<file path="src/rtl/cpu_irq_pkg.sv">
// Shared constants for the processor-side interrupt status and mask logic
package cpu_irq_pkg;
    // Link command codes: bit 7 set marks a write
    localparam int unsigned WR_BIT = 7;
    localparam logic [7:0] CODE_HOST_CONTROL_RD = 8'h01;
    localparam logic [7:0] CODE_HOST_CONTROL_WR = 8'h81;
    localparam logic [7:0] CODE_HOST_IRQ_RD = 8'h03;
    localparam logic [7:0] CODE_HW_CONFIG_RD = 8'h20;
    localparam logic [7:0] CODE_HW_CONFIG_WR = 8'hA0;
    localparam logic [7:0] CODE_BYTE_COUNT_RD = 8'h22;
    localparam logic [7:0] CODE_BYTE_COUNT_WR = 8'hA2;
    localparam logic [7:0] CODE_STATUS_RD = 8'h24;
    localparam logic [7:0] CODE_STATUS_WR = 8'hA4;
    localparam logic [7:0] CODE_MASK_RD = 8'h25;
    localparam logic [7:0] CODE_MASK_WR = 8'hA5;
    localparam logic [7:0] CODE_BUF_FILL_RD = 8'h2C;
    // Status, mask, config and host control bit positions
    localparam int unsigned BIT_CLK_READY = 6;
    localparam int unsigned BIT_SUSPENDED = 5;
    localparam int unsigned BIT_OPR_EVENT = 4;
    localparam int unsigned BIT_XFER_END = 2;
    localparam int unsigned BIT_ASYNC = 1;
    localparam int unsigned BIT_FRAME_ISO = 0;
    localparam int unsigned BIT_PIN_GATE = 0;
    localparam int unsigned BIT_SUSPEND_REQ = 0;
    localparam logic [15:0] IMPL_MASK = 16'h0077;
    localparam logic [15:0] REG_RESET = 16'h0000;
    // Timing
    localparam int unsigned CLK_KHZ = 25000;
    localparam int unsigned CLK_READY_MAX_US = 1000;
    localparam int unsigned FRAME_US = 1000;
    localparam int unsigned CLK_READY_MAX_CYC = CLK_READY_MAX_US * CLK_KHZ / 1000;
    localparam int unsigned FRAME_CYC = FRAME_US * CLK_KHZ / 1000;
    // Controller Wishbone map (byte addresses)
    localparam logic [7:0] WB_CMD = 8'h00;
    localparam logic [7:0] WB_RESULT = 8'h04;
    localparam logic [7:0] WB_IRQ_STATUS = 8'h08;
    localparam logic [7:0] WB_IRQ_MASK = 8'h0C;
    localparam logic [7:0] WB_SERVICE = 8'h10;
    localparam logic [7:0] WB_SNAPSHOT = 8'h14;
    localparam int unsigned HIRQ_DONE = 0;
    localparam int unsigned HIRQ_PIN = 1;
    localparam int unsigned HIRQ_SERVICED = 2;
    localparam int unsigned BUSY_BIT = 16;
endpackage

</file>
<file path="src/rtl/cpu_irq_link_if.sv">
// Parallel command link between processor-side controller and device
`timescale 1ns/1ps
`default_nettype none
interface cpu_irq_link_if;
    logic req;
    logic [7:0] code;
    logic [15:0] wdata;
    logic ack;
    logic [15:0] rdata;
    logic irq_out_pin;
    modport dev (input req, input code, input wdata,
                 output ack, output rdata, output irq_out_pin);
    modport host (output req, output code, output wdata,
                  input ack, input rdata, input irq_out_pin);
endinterface // cpu_irq_link_if
`default_nettype wire

</file>
<file path="src/rtl/host_cpu_irq_status_mask.sv">
// Device end: interrupt status, mask and pin gate of the host controller
//
// Function
// - Clock ready flag within 1 ms of wake-up
// - Flag bit 5 on entering suspend
// - Suspend via host control; then stop SOF
// - Operational event sets bit 4
// - Internal or external end sets bit 2
// - Async list data sets bit 1
// - Each 1 ms frame mark sets bit 0
// - Mask bits 6..4 and 2..0 enable matching flags
// - Pin needs flag, mask and gate
// - Mask clears to zero at reset
// - Read keeps flags; write one clears
// - Byte count match raises internal end
// - Config bit 0 gates the pin
`timescale 1ns/1ps
`default_nettype none
module host_cpu_irq_status_mask
    import cpu_irq_pkg::*;
#(
    parameter int unsigned CLK_READY_CYCLES = CLK_READY_MAX_CYC,
    parameter int unsigned FRAME_CYCLES = FRAME_CYC
) (
    input wire logic clk_i,
    input wire logic rst_i,
    input wire logic ce_i,
    cpu_irq_link_if.dev link,
    input wire logic wakeup_sent_i,
    input wire logic clk_stable_i,
    input wire logic downstream_suspended_i,
    input wire logic opr_event_i,
    input wire logic ext_eot_i,
    input wire logic byte_strobe_i,
    input wire logic async_ready_i,
    input wire logic [15:0] host_irq_status_i,
    input wire logic [15:0] buffer_fill_status_i,
    output logic sof_mark_o,
    output logic suspended_o,
    output logic [15:0] host_control_o
);
    logic [15:0] cpu_irq_status;
    logic [15:0] cpu_irq_mask;
    logic [15:0] hw_config;
    logic [15:0] byte_count_reg;
    logic [15:0] host_control;
    logic [15:0] byte_cnt;
    logic [15:0] frame_cnt;
    logic [15:0] wake_cnt;
    logic waiting_clk;
    logic ack_q;
    logic [15:0] rdata_q;
    logic take;
    logic wr;
    logic suspended;
    logic clk_ready_evt;
    logic suspend_evt;
    logic internal_eot;
    logic frame_tick;
    logic [15:0] set_vec;
    logic [15:0] clr_vec;

    // A request is taken once; ack stands one cycle
    assign take = ce_i && link.req && !ack_q;
    assign wr = link.code[WR_BIT];

    // Link answer: data registered with the ack
    always_ff @(posedge clk_i) begin
        if (rst_i) begin
            ack_q <= 1'b0;
            rdata_q <= REG_RESET;
        end else if (ce_i) begin
            ack_q <= take;
            if (take && !wr) begin
                case (link.code)
                    CODE_STATUS_RD: rdata_q <= cpu_irq_status & IMPL_MASK;
                    CODE_MASK_RD: rdata_q <= cpu_irq_mask & IMPL_MASK;
                    CODE_HW_CONFIG_RD: rdata_q <= hw_config;
                    CODE_BYTE_COUNT_RD: rdata_q <= byte_count_reg;
                    CODE_HOST_CONTROL_RD: rdata_q <= host_control;
                    CODE_HOST_IRQ_RD: rdata_q <= host_irq_status_i;
                    CODE_BUF_FILL_RD: rdata_q <= buffer_fill_status_i;
                    default: rdata_q <= REG_RESET;
                endcase
            end
        end
    end
    assign link.ack = ack_q;
    assign link.rdata = rdata_q;

    // Writable registers
    always_ff @(posedge clk_i) begin
        if (rst_i) begin
            cpu_irq_mask <= REG_RESET;
            hw_config <= REG_RESET;
            byte_count_reg <= REG_RESET;
            host_control <= REG_RESET;
        end else if (take && wr) begin
            case (link.code)
                CODE_MASK_WR: cpu_irq_mask <= link.wdata & IMPL_MASK;
                CODE_HW_CONFIG_WR: hw_config <= link.wdata;
                CODE_BYTE_COUNT_WR: byte_count_reg <= link.wdata;
                CODE_HOST_CONTROL_WR: host_control <= link.wdata;
                default: ;
            endcase
        end
    end
    assign host_control_o = host_control;

    // wait for stable clock, capped at 1 ms
    always_ff @(posedge clk_i) begin
        if (rst_i) begin
            waiting_clk <= 1'b0;
            wake_cnt <= 16'h0000;
        end else if (ce_i) begin
            if (wakeup_sent_i) begin
                waiting_clk <= 1'b1;
                wake_cnt <= 16'h0000;
            end else if (clk_ready_evt) begin
                waiting_clk <= 1'b0;
            end else if (waiting_clk) begin
                wake_cnt <= wake_cnt + 16'h0001;
            end
        end
    end
    assign clk_ready_evt = waiting_clk && !wakeup_sent_i &&
        (clk_stable_i || wake_cnt == 16'(CLK_READY_CYCLES - 1));

    // SOF stops once downstream is suspended too
    always_ff @(posedge clk_i) begin
        if (rst_i) begin
            suspended <= 1'b0;
        end else if (ce_i) begin
            suspended <= host_control[BIT_SUSPEND_REQ] && downstream_suspended_i;
        end
    end
    // one event on the way into suspend
    assign suspend_evt = host_control[BIT_SUSPEND_REQ] &&
        downstream_suspended_i && !suspended;
    assign suspended_o = suspended;

    // 1 ms frame timer, cleared while suspended
    always_ff @(posedge clk_i) begin
        if (rst_i) begin
            frame_cnt <= 16'h0000;
            sof_mark_o <= 1'b0;
        end else if (ce_i) begin
            sof_mark_o <= frame_tick;
            if (suspended || frame_tick) begin
                frame_cnt <= 16'h0000;
            end else begin
                frame_cnt <= frame_cnt + 16'h0001;
            end
        end
    end
    assign frame_tick = !suspended && frame_cnt == 16'(FRAME_CYCLES - 1);

    // count bytes to the programmed total
    always_ff @(posedge clk_i) begin
        if (rst_i) begin
            byte_cnt <= 16'h0000;
        end else if (ce_i) begin
            if ((take && wr && link.code == CODE_BYTE_COUNT_WR) ||
                internal_eot) begin
                byte_cnt <= 16'h0000;
            end else if (byte_strobe_i) begin
                byte_cnt <= byte_cnt + 16'h0001;
            end
        end
    end
    // Zero count never matches, so an unloaded counter stays quiet
    assign internal_eot = byte_strobe_i && byte_count_reg != 16'h0000 &&
        byte_cnt + 16'h0001 == byte_count_reg;

    // Event vector in status layout
    always_comb begin
        set_vec = 16'h0000;
        set_vec[BIT_CLK_READY] = clk_ready_evt;
        set_vec[BIT_SUSPENDED] = suspend_evt;
        set_vec[BIT_OPR_EVENT] = opr_event_i;
        set_vec[BIT_XFER_END] = ext_eot_i || internal_eot;
        set_vec[BIT_ASYNC] = async_ready_i;
        set_vec[BIT_FRAME_ISO] = frame_tick;
    end
    assign clr_vec = (take && wr && link.code == CODE_STATUS_WR) ?
        link.wdata : 16'h0000;

    // Sticky flags; a new event beats a same-cycle clear
    always_ff @(posedge clk_i) begin
        if (rst_i) begin
            cpu_irq_status <= REG_RESET;
        end else if (ce_i) begin
            cpu_irq_status <= ((cpu_irq_status & ~clr_vec) | set_vec) &
                IMPL_MASK;
        end
    end

    // flag and mask and gate drive the pin
    assign link.irq_out_pin = hw_config[BIT_PIN_GATE] &&
        |(cpu_irq_status & cpu_irq_mask);
endmodule // host_cpu_irq_status_mask
`default_nettype wire

</file>
<file path="src/flat_wrapper.sv">
// flat-port wrapper written by rule: the top's interface ports become plain ports
module host_cpu_irq_status_mask_flat import cpu_irq_pkg::*;
#(
    parameter int unsigned CLK_READY_CYCLES = CLK_READY_MAX_CYC,
    parameter int unsigned FRAME_CYCLES = FRAME_CYC
)
  (clk_i, rst_i, ce_i, wakeup_sent_i, clk_stable_i, downstream_suspended_i, opr_event_i, ext_eot_i, byte_strobe_i, async_ready_i, host_irq_status_i, buffer_fill_status_i, sof_mark_o, suspended_o, host_control_o, link_req, link_code, link_wdata, link_ack, link_rdata, link_irq_out_pin);
  cpu_irq_link_if link_i ();
  input wire logic clk_i;
  input wire logic rst_i;
  input wire logic ce_i;
  input wire logic wakeup_sent_i;
  input wire logic clk_stable_i;
  input wire logic downstream_suspended_i;
  input wire logic opr_event_i;
  input wire logic ext_eot_i;
  input wire logic byte_strobe_i;
  input wire logic async_ready_i;
  input wire logic [15:0] host_irq_status_i;
  input wire logic [15:0] buffer_fill_status_i;
  output logic sof_mark_o;
  output logic suspended_o;
  output logic [15:0] host_control_o;
  input wire logic [$bits(link_i.req)-1:0] link_req;
  input wire logic [$bits(link_i.code)-1:0] link_code;
  input wire logic [$bits(link_i.wdata)-1:0] link_wdata;
  output wire logic [$bits(link_i.ack)-1:0] link_ack;
  output wire logic [$bits(link_i.rdata)-1:0] link_rdata;
  output wire logic [$bits(link_i.irq_out_pin)-1:0] link_irq_out_pin;
  assign link_i.req = link_req;
  assign link_i.code = link_code;
  assign link_i.wdata = link_wdata;
  assign link_ack = link_i.ack;
  assign link_rdata = link_i.rdata;
  assign link_irq_out_pin = link_i.irq_out_pin;
  host_cpu_irq_status_mask #(.CLK_READY_CYCLES(CLK_READY_CYCLES), .FRAME_CYCLES(FRAME_CYCLES)) u_core (.clk_i(clk_i), .rst_i(rst_i), .ce_i(ce_i), .link(link_i), .wakeup_sent_i(wakeup_sent_i), .clk_stable_i(clk_stable_i), .downstream_suspended_i(downstream_suspended_i), .opr_event_i(opr_event_i), .ext_eot_i(ext_eot_i), .byte_strobe_i(byte_strobe_i), .async_ready_i(async_ready_i), .host_irq_status_i(host_irq_status_i), .buffer_fill_status_i(buffer_fill_status_i), .sof_mark_o(sof_mark_o), .suspended_o(suspended_o), .host_control_o(host_control_o));
endmodule
</file>
<file path="config.mk">
export PLATFORM = sky130hd
export DESIGN_NAME = host_cpu_irq_status_mask_flat
export DESIGN_NICKNAME = d
export VERILOG_FILES = /design/src/rtl/cpu_irq_pkg.sv /design/src/rtl/cpu_irq_link_if.sv /design/src/rtl/host_cpu_irq_status_mask.sv /design/src/flat_wrapper.sv
export SDC_FILE = /design/constraint.sdc
export NUM_CORES = 1
export LEC_CHECK = 0
export BUFFER_PORTS_ARGS = -buffer_cell sky130_fd_sc_hd__buf_2
export CAP_MARGIN = 20
export CORE_ASPECT_RATIO = 0.6
export CORE_MARGIN = 5
export CORE_UTILIZATION = 50
export CTS_CLUSTER_SIZE = 30
export DETAILED_ROUTE_END_ITERATION = 8
export PLACE_DENSITY = 0.72
export SLEW_MARGIN = 10
export SYNTH_ARGS = -nofsm -noshare
export SYNTH_HDL_FRONTEND = slang
export SYNTH_SLANG_ARGS = --single-unit
</file>
<file path="constraint.sdc">
create_clock -name clk_i -period 3.4 [get_ports clk_i]
set_input_delay 0.68 -clock clk_i [delete_from_list [all_inputs] [get_ports clk_i]]
set_output_delay 0.68 -clock clk_i [all_outputs]
set_load 0.005 [all_outputs]
</file>
==> results of run 1 <==
==> cell usage after synthesis (all sizes together), types with 2 or more instances <==
library cell / number / area share [%]
or3: 7 / 0.75
nor2: 83 / 4.8
o21ai: 30 / 2.3
o31ai: 4 / 0.46
nand3: 31 / 2.4
a21oi: 100 / 7.7
nand2b: 3 / 0.29
nor4: 16 / 1.8
a211oi: 2 / 0.23
a22o: 9 / 1.2
a22oi: 40 / 4.6
nand2: 149 / 8.6
or3b: 3 / 0.40
inv: 6 / 0.34
nand3b: 2 / 0.23
xor2: 25 / 3.3
nor3: 18 / 1.5
and3: 14 / 1.3
ha: 3 / 0.57
clkbuf: 31 / 1.8
mux2i: 14 / 2.1
and2: 3 / 0.29
nor4b: 4 / 0.73
or2: 3 / 0.29
mux2: 16 / 2.8
or4: 4 / 0.46
buf: 21 / 1.6
and4: 3 / 0.40
dfxtp: 128 / 39
a2111oi: 3 / 0.40
xnor2: 17 / 2.3
a31oi: 2 / 0.19
nand4: 15 / 1.6
nor2b: 9 / 0.86
==> kinds of logic after synthesis <==
logic type / after synthesis / share of synthesized area [%]
and+or+nand+nor: 369 / 27.1
DFF: 128 / 39.2
xor gates and xnor gates: 43 / 5.97
AOI/OAI and AO/OA: 201 / 18.5
muxes: 30 / 4.90
buffers and inverters: 58 / 3.77
adders and majority gates: 3 / 0.574
==> worst reg2reg max path, stage by stage (launching register included) <==
cell and delay (ps):
dfxtp_1 480, ha_1 350, nand3_2 250, nor4_1 630, nand3_1 150, nand4_1 120
nor3_1 70, a211o_2 430, nor2_2 350, a22o_1 210
==> power by group through the flow <==
| stage | combinational [mW] | clock [mW] | sequential (mW) |
|---|---|---|---|
| global placement | 0.182 | 0 | 1.55 |
| floorplan | 0.103 | 0 | 1.55 |
| global route | 0.203 | 1.86 | 1.52 |
| finish | 0.187 | 1.77 | 1.52 |
| CTS | 0.183 | 1.78 | 1.52 |
| detailed placement | 0.181 | 0 | 1.56 |
==> stage by stage <==
stage          hold WS [ps]  total power [mW]  util, %  instance area, um2
4_1_cts                 452              3.49     60.3                7730
3_3_place_gp            439              1.74     55.8                7150
6_report                450              3.48     60.3                7730
5_1_grt                 472              3.59     60.3                7730
3_5_place_dp            444              1.74     55.8                7150
2_1_floorplan           431              1.65        -                6540
==> per-layer routing <==
metal  track usage, %  vias to the layer above
met5                0                        -
met4             6.28                        0
met3             9.17                       34
met2             30.7                      339
met1             40.6                     2975
li1                 -                     3131
==> worst min path at each step <==
stage                    startpoint                   end  slack [ps]  cells past startpoint
3_3_place_gp    u_core.hw_config[8]   u_core.hw_config[8]         440                      2
3_5_place_dp   u_core.hw_config[12]  u_core.hw_config[12]         440                      2
2_1_floorplan   u_core.hw_config[1]   u_core.hw_config[1]         430                      2
6_report       u_core.hw_config[12]  u_core.hw_config[12]         450                      2
4_1_cts        u_core.hw_config[12]  u_core.hw_config[12]         450                      2
5_1_grt         u_core.hw_config[6]   u_core.hw_config[6]         470                      2
==> area by class of cell <==
type                       count  area [um2]  share of cell area (%)
clock buffer                  19         443                    5.73
clock inverter                13         129                    1.67
inverter                       6        22.5                   0.291
multi-input combinational    646        3730                    48.3
sequential                   128        2560                    33.2
tap                          170         213                    2.75
timing repair buffer         117         623                    8.06
==> flow_metrics.py, run 1 <==
metrics = {
    "synth": {
        "synth_flop_cell": "dfxtp_1",
        "async_flop_share_pct": 0,
        "register_area_share_after_synthesis_pct": 39.2,
        "mappedNetlistNets": 902,
        "synth-warning-count": 0,
        "syn_area_per_cell_um2": 7.86,
        "post_synth_instance_area_mm2": 0.00654,
        "synth.distinct_cells": 60,
        "synth_edf_count": 0,
        "register_bit_count_reported_by_yosys": 128,
        "synth_cells": 832,
    },
    "drt": {
        "met2RoutedLength_um": 7300,
        "detail_route.first_pass.iterations": 7,
        "routed_met1_length_um": 9880,
        "drt.antenna.violating_nets": 0,
        "wl_um": 19600,
        "drcViolationCount": 0,
        "highest_routed_layer": "met4",
        "route.vias.total": 6479,
        "detailroute.wirelength.met3_um": 2190,
        "average_wire_length_per_cell_after_detail_routing_um": 17.8,
        "via_per_inst": 5.90,
        "drt_first_iter_violations": 696,
    },
    "die": {
        "floorplan.die.height_um": 98.6,
        "core_mm2": 0.0128,
        "start_util_pct": 51.0,
        "core.rowCount": 32,
        "design.die.area_mm2": 0.0155,
        "io-pin-count": 103,
        "die-width_um": 158,
    },
    "cts": {
        "cts.sink_count": 128,
        "cts_max_level": 4,
        "clk_transition_reported_paths_ps": 70,
        "postCtsResizedCells": 0,
        "setup_repair_bufs_after_cts": 0,
        "cts_bufs_inserted": 17,
        "insertion_delay_ps": 420,
        "cts-root-buf": "clkbuf_16",
        "number_of_buffers_on_the_longest_clock_path": 2,
        "cts_tree": "built",
        "cts_hold_repair.buffers": 0,
    },
    "finish": {
        "leading_cell_types_in_the_layout_fill_and_taps_excluded": "nand2_1, dfxtp_1, buf_2, a21oi_1, nor2_1",
        "num_antenna_cells": 0,
        "drive_above_1_share_pct": 19.5,
        "num-fill-cells": 1145,
        "syn2layout_area_growth_pct": 18.2,
        "post_layout_nonfiller_instances": 1099,
        "final_common_cell": "nand2_1",
        "final_nets": 986,
    },
    "power_and_ir_drop": {
        "p_comb_share_pct": 5.4,
        "peakVddDrop_uv": 312,
        "p_per_area_mw_per_mm2": 451,
        "seqPwrFrac_pct": 43.7,
        "total_switching_power_mw": 0.862,
        "static-leakage-power_nw": 2.90,
        "power_report.internal_total_mw": 2.62,
        "p_sw_share_pct": 24.8,
        "power.clock.fraction_pct": 50.9,
    },
    "placed_design": {
        "placed_instances": 1067,
        "hpwlAfterDp_um": 14000,
        "place_congestion": 1.05,
        "place_worst_setup_slack_ps": 416,
        "place.port_buffers": 102,
    },
    "timing": {
        "final.period_utilization_pct": 91.2,
        "setup-violations-final": 0,
        "rsz0062_at_grt": "false",
        "max_freq_mhz": 323,
        "worst-slew-pin-transition_ps": 796,
        "timing.clock.skew_ps": 14.5,
        "worst_slew_margin_relative_to_its_limit_pct": 46.5,
        "period_needed_ps": 3100,
        "report.final.slew_viol_count": 0,
        "setup_total_negative_slack_ps": 0,
        "setup_slack_ps": 300,
        "hold_viol_final": 0,
    },
    "global_routing": {
        "grt_overflow_total": 0,
        "grt_pass1_wl_um": 31600,
        "vias_in_the_first_global_route": 5850,
        "grt_max_degree": 49,
        "antenna_found_initial": 0,
        "global_route.usage.total_pct": 25.3,
    },
    "setup_path": {
        "cp-end-kind": "flip-flop",
        "worstSetupEndpoint": "u_core.byte_cnt[8]",
        "critical_path_cell_count": 9,
        "worst_ep_arrival_time_ps": 3450,
        "setup.worst_path.class": "reg2reg",
        "cpPeakStageDelay_ps": 630,
        "worst_ep_required_time_ps": 3750,
        "worstPathBufferInverterCount": 0,
        "r2r-end": "u_core.byte_cnt[8]",
        "crit_path_cell_trace": "ha_1 > nand3_2 > nor4_1 > nand3_1 > nand4_1 > nor3_1 > a211o_2 > nor2_2 > a22o_1",
        "worst_path_max_delay_cell": "nor4_1",
        "reg2reg_depth": 9,
        "critical_path.max_fanout": 11,
        "critical_path.top_delay_family": "simple AND/OR/NAND/NOR gates",
        "critPathLaunch": "u_core.byte_cnt[0]",
        "regToRegSetupSlack_ps": 300,
        "critical_register_to_register_path_startpoint": "u_core.byte_cnt[0]",
        "type_of_origin_of_the_critical_path": "flip-flop",
    },
    "outcome": {
        "run_status": "finished clean",
    },
    "flow_run": {
        "drv.max_cap_violation_count": 0,
    },
    "hold_path": {
        "min-delay-path-class": "reg2reg",
    },
}
Power figures use the tool's default switching activity.
==> run 2, diff against run 1 <==
--- a/config.mk
+++ b/config.mk
@@ -9,11 +9,10 @@
 export CAP_MARGIN = 20
 export CORE_ASPECT_RATIO = 0.6
 export CORE_MARGIN = 5
-export CORE_UTILIZATION = 50
+export CORE_UTILIZATION = 57
 export CTS_CLUSTER_SIZE = 30
 export DETAILED_ROUTE_END_ITERATION = 8
-export PLACE_DENSITY = 0.72
-export SLEW_MARGIN = 10
+export PLACE_DENSITY = 0.8
 export SYNTH_ARGS = -nofsm -noshare
 export SYNTH_HDL_FRONTEND = slang
 export SYNTH_SLANG_ARGS = --single-unit
==> constraint.sdc (replaced) <==
create_clock -name clk_i -period 3.25 [get_ports clk_i]
set_input_delay 0.65 -clock clk_i [delete_from_list [all_inputs] [get_ports clk_i]]
set_output_delay 0.65 -clock clk_i [all_outputs]
set_load 0.005 [all_outputs]
==> run 2 against run 1 <==
First-iteration DRC count rose by 9.2%. Register-to-register slack got worse by 70 ps. Routed wire length is 3.7% higher. Sequential cell count unchanged. Largest power group unchanged. Fmax up 2.6%. Sequential share of layout area fell by 0.19 points. Critical endpoint is now u_core.byte_cnt[15]. Final area rose by 0.58%. Critical path type unchanged. Highest routed layer unchanged.
==> flow_metrics.py, run 2 (same netlist as run 1, synthesis figures left out) <==
metrics = {
    "outcome": {
        "run_status": "finished clean",
    },
    "setup_path": {
        "critPathLaunch": "u_core.byte_cnt[1]",
        "worst_ep_required_time_ps": 3560,
        "critical_register_to_register_path_startpoint": "u_core.byte_cnt[1]",
        "cp-end-kind": "flip-flop",
        "worst_ep_arrival_time_ps": 3330,
        "critical_path.max_fanout": 9,
        "setup.worst_path.class": "reg2reg",
        "type_of_origin_of_the_critical_path": "flip-flop",
    },
    "die": {
        "core.rowCount": 30,
        "io-pin-count": 103,
        "design.die.area_mm2": 0.0138,
        "start_util_pct": 58.1,
        "core_mm2": 0.0113,
        "die-width_um": 148,
        "floorplan.die.height_um": 93.0,
    },
    "placed_design": {
        "place.port_buffers": 102,
        "hpwlAfterDp_um": 14500,
        "place_congestion": 0.997,
        "place_worst_setup_slack_ps": 331,
    },
    "cts": {
        "cts-root-buf": "clkbuf_16",
        "cts_bufs_inserted": 17,
        "cts_tree": "built",
        "number_of_buffers_on_the_longest_clock_path": 2,
        "insertion_delay_ps": 430,
        "cts.sink_count": 128,
        "clk_transition_reported_paths_ps": 60,
        "cts_max_level": 4,
        "setup_repair_bufs_after_cts": 0,
    },
    "timing": {
        "setup-violations-final": 0,
        "timing.hold.ws_ps": 450,
        "setup_slack_ps": 229,
        "timing.clock.skew_ps": 9.51,
        "final.period_utilization_pct": 93.0,
        "rsz0062_at_grt": "false",
        "report.final.slew_viol_count": 0,
        "max_freq_mhz": 331,
        "worst-slew-pin-transition_ps": 669,
        "hold_viol_final": 0,
        "period_needed_ps": 3020,
        "worst_slew_margin_relative_to_its_limit_pct": 55.4,
        "setup_total_negative_slack_ps": 0,
    },
    "finish": {
        "final_common_cell": "nand2_1",
        "final_nets": 994,
        "syn2layout_area_growth_pct": 18.9,
        "num-fill-cells": 935,
        "num_antenna_cells": 0,
        "drive_above_1_share_pct": 19.8,
        "final_core_utilization_pct": 69.0,
        "leading_cell_types_in_the_layout_fill_and_taps_excluded": "nand2_1, dfxtp_1, buf_2, a21oi_1, nor2_1",
    },
    "drt": {
        "drcViolationCount": 0,
        "wl_um": 20300,
        "detail_route.first_pass.iterations": 6,
        "drt.antenna.violating_nets": 0,
        "drt_first_iter_violations": 760,
        "via_per_inst": 6.21,
        "route.vias.total": 6711,
        "average_wire_length_per_cell_after_detail_routing_um": 18.8,
    },
    "power_and_ir_drop": {
        "peakVddDrop_uv": 378,
        "p_per_area_mw_per_mm2": 480,
        "finalPower_mw": 3.73,
        "static-leakage-power_nw": 2.96,
    },
    "hold_path": {
        "min_delay_startpoint": "u_core.hw_config[10]",
        "min-delay-path-class": "reg2reg",
    },
    "global_routing": {
        "grt_overflow_total": 0,
        "vias_in_the_first_global_route": 5910,
        "grt_max_degree": 60,
        "grt_pass1_wl_um": 32000,
        "global_route.usage.total_pct": 29.3,
        "antenna_found_initial": 0,
    },
    "flow_run": {
        "drv.max_cap_violation_count": 0,
    },
}
run 2: timing repair:
action / in CTS / in global routing
resized for setup: 0 / 1
endpoints found under the setup margin: 0 / 1
hold buffers: 0 / 0
run 2: routing by layer:
layer	global-route usage, %	share of wire [%]
met4	9.22	1.4
met2	37.9	38
met3	9.14	14
met1	45.2	46
met5	0	0
run 2: path summary, 6_finish.rpt:
| kind | slack (ps) | cells past startpoint | end |
|---|---|---|---|
| max | 230 | 10 | u_core.byte_cnt[15] |
| min | 450 | 2 | u_core.hw_config[10] |
| max reg2reg | 230 | 10 | u_core.byte_cnt[15] |
| min reg2reg | 450 | 2 | u_core.hw_config[10] |
run 2: per-stage QoR:
| step | cells | instance area, um2 |
|---|---|---|
| after floorplan | 832 | 6540 |
| after global placement | 1049 | 7180 |
| after detailed placement | 1049 | 7180 |
| after CTS | 1080 | 7770 |
| after global routing | 1080 | 7770 |
| final | 1080 | 7770 |
run 2: report_power, final:
| part | switching, mW | internal [mW] | leakage, nW | total (mW) |
|---|---|---|---|---|
| logic | 0.128 | 0.0775 | 1.64 | 0.206 |
| clock network | 0.706 | 1.22 | 0.285 | 1.93 |
| registers | 0.0130 | 1.58 | 1.03 | 1.59 |
run 2: area by class of cell:
type | count | area, um2 | share of cell area [%]
sequential | 128 | 2560 | 33.0
multi-input combinational | 646 | 3730 | 48.1
timing repair buffer | 125 | 683 | 8.79
clock inverter | 9 | 134 | 1.72
tap | 144 | 180 | 2.32
inverter | 6 | 22.5 | 0.290
clock buffer | 22 | 454 | 5.84
run 2: critical path, cell delays in order (launching register included):
cell,delay [ps]
dfxtp_1,410
ha_1,330
nand3_2,230
nor3_2,360
xnor2_1,150
or3b_2,490
nor3_1,190
a211o_2,190
nor2_2,70
buf_4,210
a221o_1,280
==> run 3, diff against run 2 <==
--- a/config.mk
+++ b/config.mk
@@ -5,6 +5,7 @@
 export SDC_FILE = /design/constraint.sdc
 export NUM_CORES = 1
 export LEC_CHECK = 0
+export ABC_AREA = 1
 export BUFFER_PORTS_ARGS = -buffer_cell sky130_fd_sc_hd__buf_2
 export CAP_MARGIN = 20
 export CORE_ASPECT_RATIO = 0.6
==> run 3 against run 2 <==
Routed wire length decreased by 1.4%. Clock-buffer cell count shrank 3. Synthesized cell count up 17%. Synthesized area up 1.9%. Setup slack gained 580 ps. First-iteration DRC count down 5.8%. Final cell count up 15%. Die area grew 1.7%.
==> flow_metrics.py, run 3 <==
metrics = {
    "cts": {
        "number_of_buffers_on_the_longest_clock_path": 2,
        "setup_repair_bufs_after_cts": 0,
        "cts.sink_count": 128,
        "clk_transition_reported_paths_ps": 60,
        "cts_max_level": 4,
        "cts_tree": "built",
        "insertion_delay_ps": 410,
        "postCtsResizedCells": 0,
        "cts-root-buf": "clkbuf_16",
        "cts_bufs_inserted": 17,
        "cts_hold_repair.buffers": 0,
    },
    "timing": {
        "max_freq_mhz": 409,
        "setup-violations-final": 0,
        "timing.clock.skew_ps": 6.24,
        "report.final.slew_viol_count": 0,
        "period_needed_ps": 2440,
        "timing.hold.ws_ps": 460,
        "rsz0062_at_grt": "false",
        "worst-slew-pin-transition_ps": 777,
        "setup_total_negative_slack_ps": 0,
        "hold_viol_final": 0,
        "setup_slack_ps": 808,
        "final.period_utilization_pct": 75.2,
        "worst_slew_margin_relative_to_its_limit_pct": 48.2,
    },
    "drt": {
        "via_per_inst": 5.71,
        "average_wire_length_per_cell_after_detail_routing_um": 16.1,
        "route.vias.total": 7110,
        "drt_first_iter_violations": 716,
        "wl_um": 20100,
        "drcViolationCount": 0,
        "detail_route.first_pass.iterations": 7,
        "drt.antenna.violating_nets": 0,
    },
    "synth": {
        "synth-warning-count": 0,
        "register_area_share_after_synthesis_pct": 38.5,
        "post_synth_instance_area_mm2": 0.00666,
        "synth_cells": 976,
        "largest_family_of_logic_cells_by_synthesized_area": "simple AND/OR/NAND/NOR gates",
        "most_repeated_cell_in_the_gate_level_netlist_after_synthesis": "nand2_1",
        "synth_simple_gate_area_share_pct": 32.2,
        "mappedNetlistNets": 1046,
        "post_synth_main_area_contributors": "dfxtp_1, nand2_1, a21oi_1, nand3_1, o21ai_0",
        "most_common_library_cells_after_synthesis": "nand2_1, dfxtp_1, a21oi_1",
        "muxShareOfSynthArea_pct": 0,
        "synth-adder-area-share_pct": 0.564,
        "async_flop_share_pct": 0,
        "register_bit_count_reported_by_yosys": 128,
        "synthDominantAreaCellType": "dfxtp_1",
        "synth_edf_count": 0,
        "synth_flop_cell": "dfxtp_1",
        "synth.distinct_cells": 46,
        "synth_compound_area_share_pct": 18.6,
        "syn_area_per_cell_um2": 6.82,
        "post_synth_xor_area_fraction_pct": 2.20,
        "synthDominantCellAreaShare_pct": 38.5,
    },
    "setup_path": {
        "critical_register_to_register_path_startpoint": "u_core.byte_cnt[0]",
        "cpPeakStageDelay_ps": 460,
        "type_of_origin_of_the_critical_path": "flip-flop",
        "setup.worst_path.class": "reg2reg",
        "worst_ep_required_time_ps": 3590,
        "critical_path.top_delay_family": "simple AND/OR/NAND/NOR gates",
        "crit_path_cell_trace": "ha_1 > nand2_1 > nor2_4 > or2_2 > nand2_1 > nand2_1 > nand2_1 > inv_1 > nand3_1 > nor2_2 > nand3_4 > nand2_1 > nand2_1 > a21oi_1",
        "path_common_cell": "nand2_1",
        "worstPathBufferInverterCount": 1,
        "critical_path.max_fanout": 17,
        "cp-end-kind": "flip-flop",
        "worst_ep_arrival_time_ps": 2780,
        "worst_path_max_delay_cell": "dfxtp_1",
        "critPathLaunch": "u_core.byte_cnt[0]",
    },
    "finish": {
        "final_nets": 1142,
        "final_common_cell": "nand2_1",
        "leading_cell_types_in_the_layout_fill_and_taps_excluded": "nand2_1, dfxtp_1, a21oi_1, buf_2, inv_1",
        "num_antenna_cells": 0,
        "num-fill-cells": 980,
        "final_core_utilization_pct": 69.3,
        "seq_area_mm2": 0.00256,
        "drive_above_1_share_pct": 17.4,
        "multi_input_area_mm2": 0.00358,
        "syn2layout_area_growth_pct": 18.3,
    },
    "global_routing": {
        "global_route.usage.total_pct": 28.3,
        "antenna_found_initial": 0,
        "grt_pass1_wl_um": 31200,
        "vias_in_the_first_global_route": 6081,
        "grt_max_degree": 68,
        "grt_overflow_total": 0,
    },
    "die": {
        "start_util_pct": 58.5,
        "io-pin-count": 103,
        "floorplan.die.height_um": 93.7,
        "core.rowCount": 30,
        "design.die.area_mm2": 0.0140,
        "die-width_um": 150,
        "core_mm2": 0.0114,
    },
    "flow_run": {
        "drv.max_cap_violation_count": 0,
    },
    "hold_path": {
        "min-delay-path-class": "reg2reg",
        "min_delay_startpoint": "u_core.sof_mark_o",
    },
    "placed_design": {
        "hpwlAfterDp_um": 14300,
        "place_worst_setup_slack_ps": 732,
        "place.port_buffers": 102,
        "place_congestion": 1.03,
    },
    "power_and_ir_drop": {
        "p_per_area_mw_per_mm2": 461,
        "finalPower_mw": 3.63,
        "static-leakage-power_nw": 3.23,
        "peakVddDrop_uv": 311,
    },
    "outcome": {
        "run_status": "finished clean",
    },
}
run 3: changes by cell type in the layout (fill, tap and decap cells not counted), moves of 10 or more:
| cell | change |
|---|---|
| a211oi_1 | +20 |
| a21oi_1 | +10 |
| a22oi_1 | -40 |
| and3_1 | -13 |
| inv_1 | +84 |
| mux2_2 | -16 |
| mux2i_1 | -14 |
| nand2_1 | +83 |
| nand3_1 | +45 |
| nor2_2 | +11 |
| o21ai_0 | +45 |
| xnor2_1 | -14 |
| xor2_1 | -14 |
run 3: worst reg2reg max path: cells and delay by family, from the launching register on:
kind	cells	cell delay [ps]
AO/OA/AOI/OAI	1	130
adder cells (fa/ha/maj)	1	260
buffers and inverters	1	60
flip-flops	1	460
AND/OR/NAND/NOR	11	1460
run 3: per-stage QoR:
| step | area [um2] | std cells |
|---|---|---|
| final | 7880 | 1245 |
| after global routing | 7880 | 1245 |
| after CTS | 7880 | 1245 |
| after detailed placement | 7300 | 1213 |
| after global placement | 7300 | 1213 |
| after floorplan | 6660 | 976 |
run 3: area by class of cell:
type | count | area share, %
inverters | 93 | 4.43
repair buffers | 116 | 7.82
clock inverters | 13 | 1.76
multi-input cells | 716 | 45.4
flip-flops and latches | 128 | 32.5
well taps | 160 | 2.54
clock buffers | 19 | 5.50
run 3: path summary, 6_finish.rpt:
path                         endpoint  cells past startpoint  slack (ps)
max          u_core.cpu_irq_status[2]                     14         810
min                 u_core.sof_mark_o                      2         460
max reg2reg  u_core.cpu_irq_status[2]                     14         810
min reg2reg         u_core.sof_mark_o                      2         460
run 3: where the power goes:
part	switching, mW	total [mW]	internal, mW
registers	0.00933	1.59	1.58
clock network	0.730	1.86	1.13
logic	0.122	0.180	0.0582
total	0.862	3.63	2.77
run 3: layer usage:
metal,vias to the layer above,track usage [%],share of wire (%)
met5,-,0,0
met4,0,8.38,2.0
met3,42,9.02,13
met2,415,37.1,38
met1,3197,43.3,46
li1,3456,-,-
run 3: cell families (layout without fill, tap and decap cells):
family	after synthesis	after routing
adder cells (fa/ha/maj)	3	3
buffers and inverters	132	241
AO/OA/AOI/OAI	225	225
XOR/XNOR	15	15
flip-flops	128	128
AND/OR/NAND/NOR	473	473
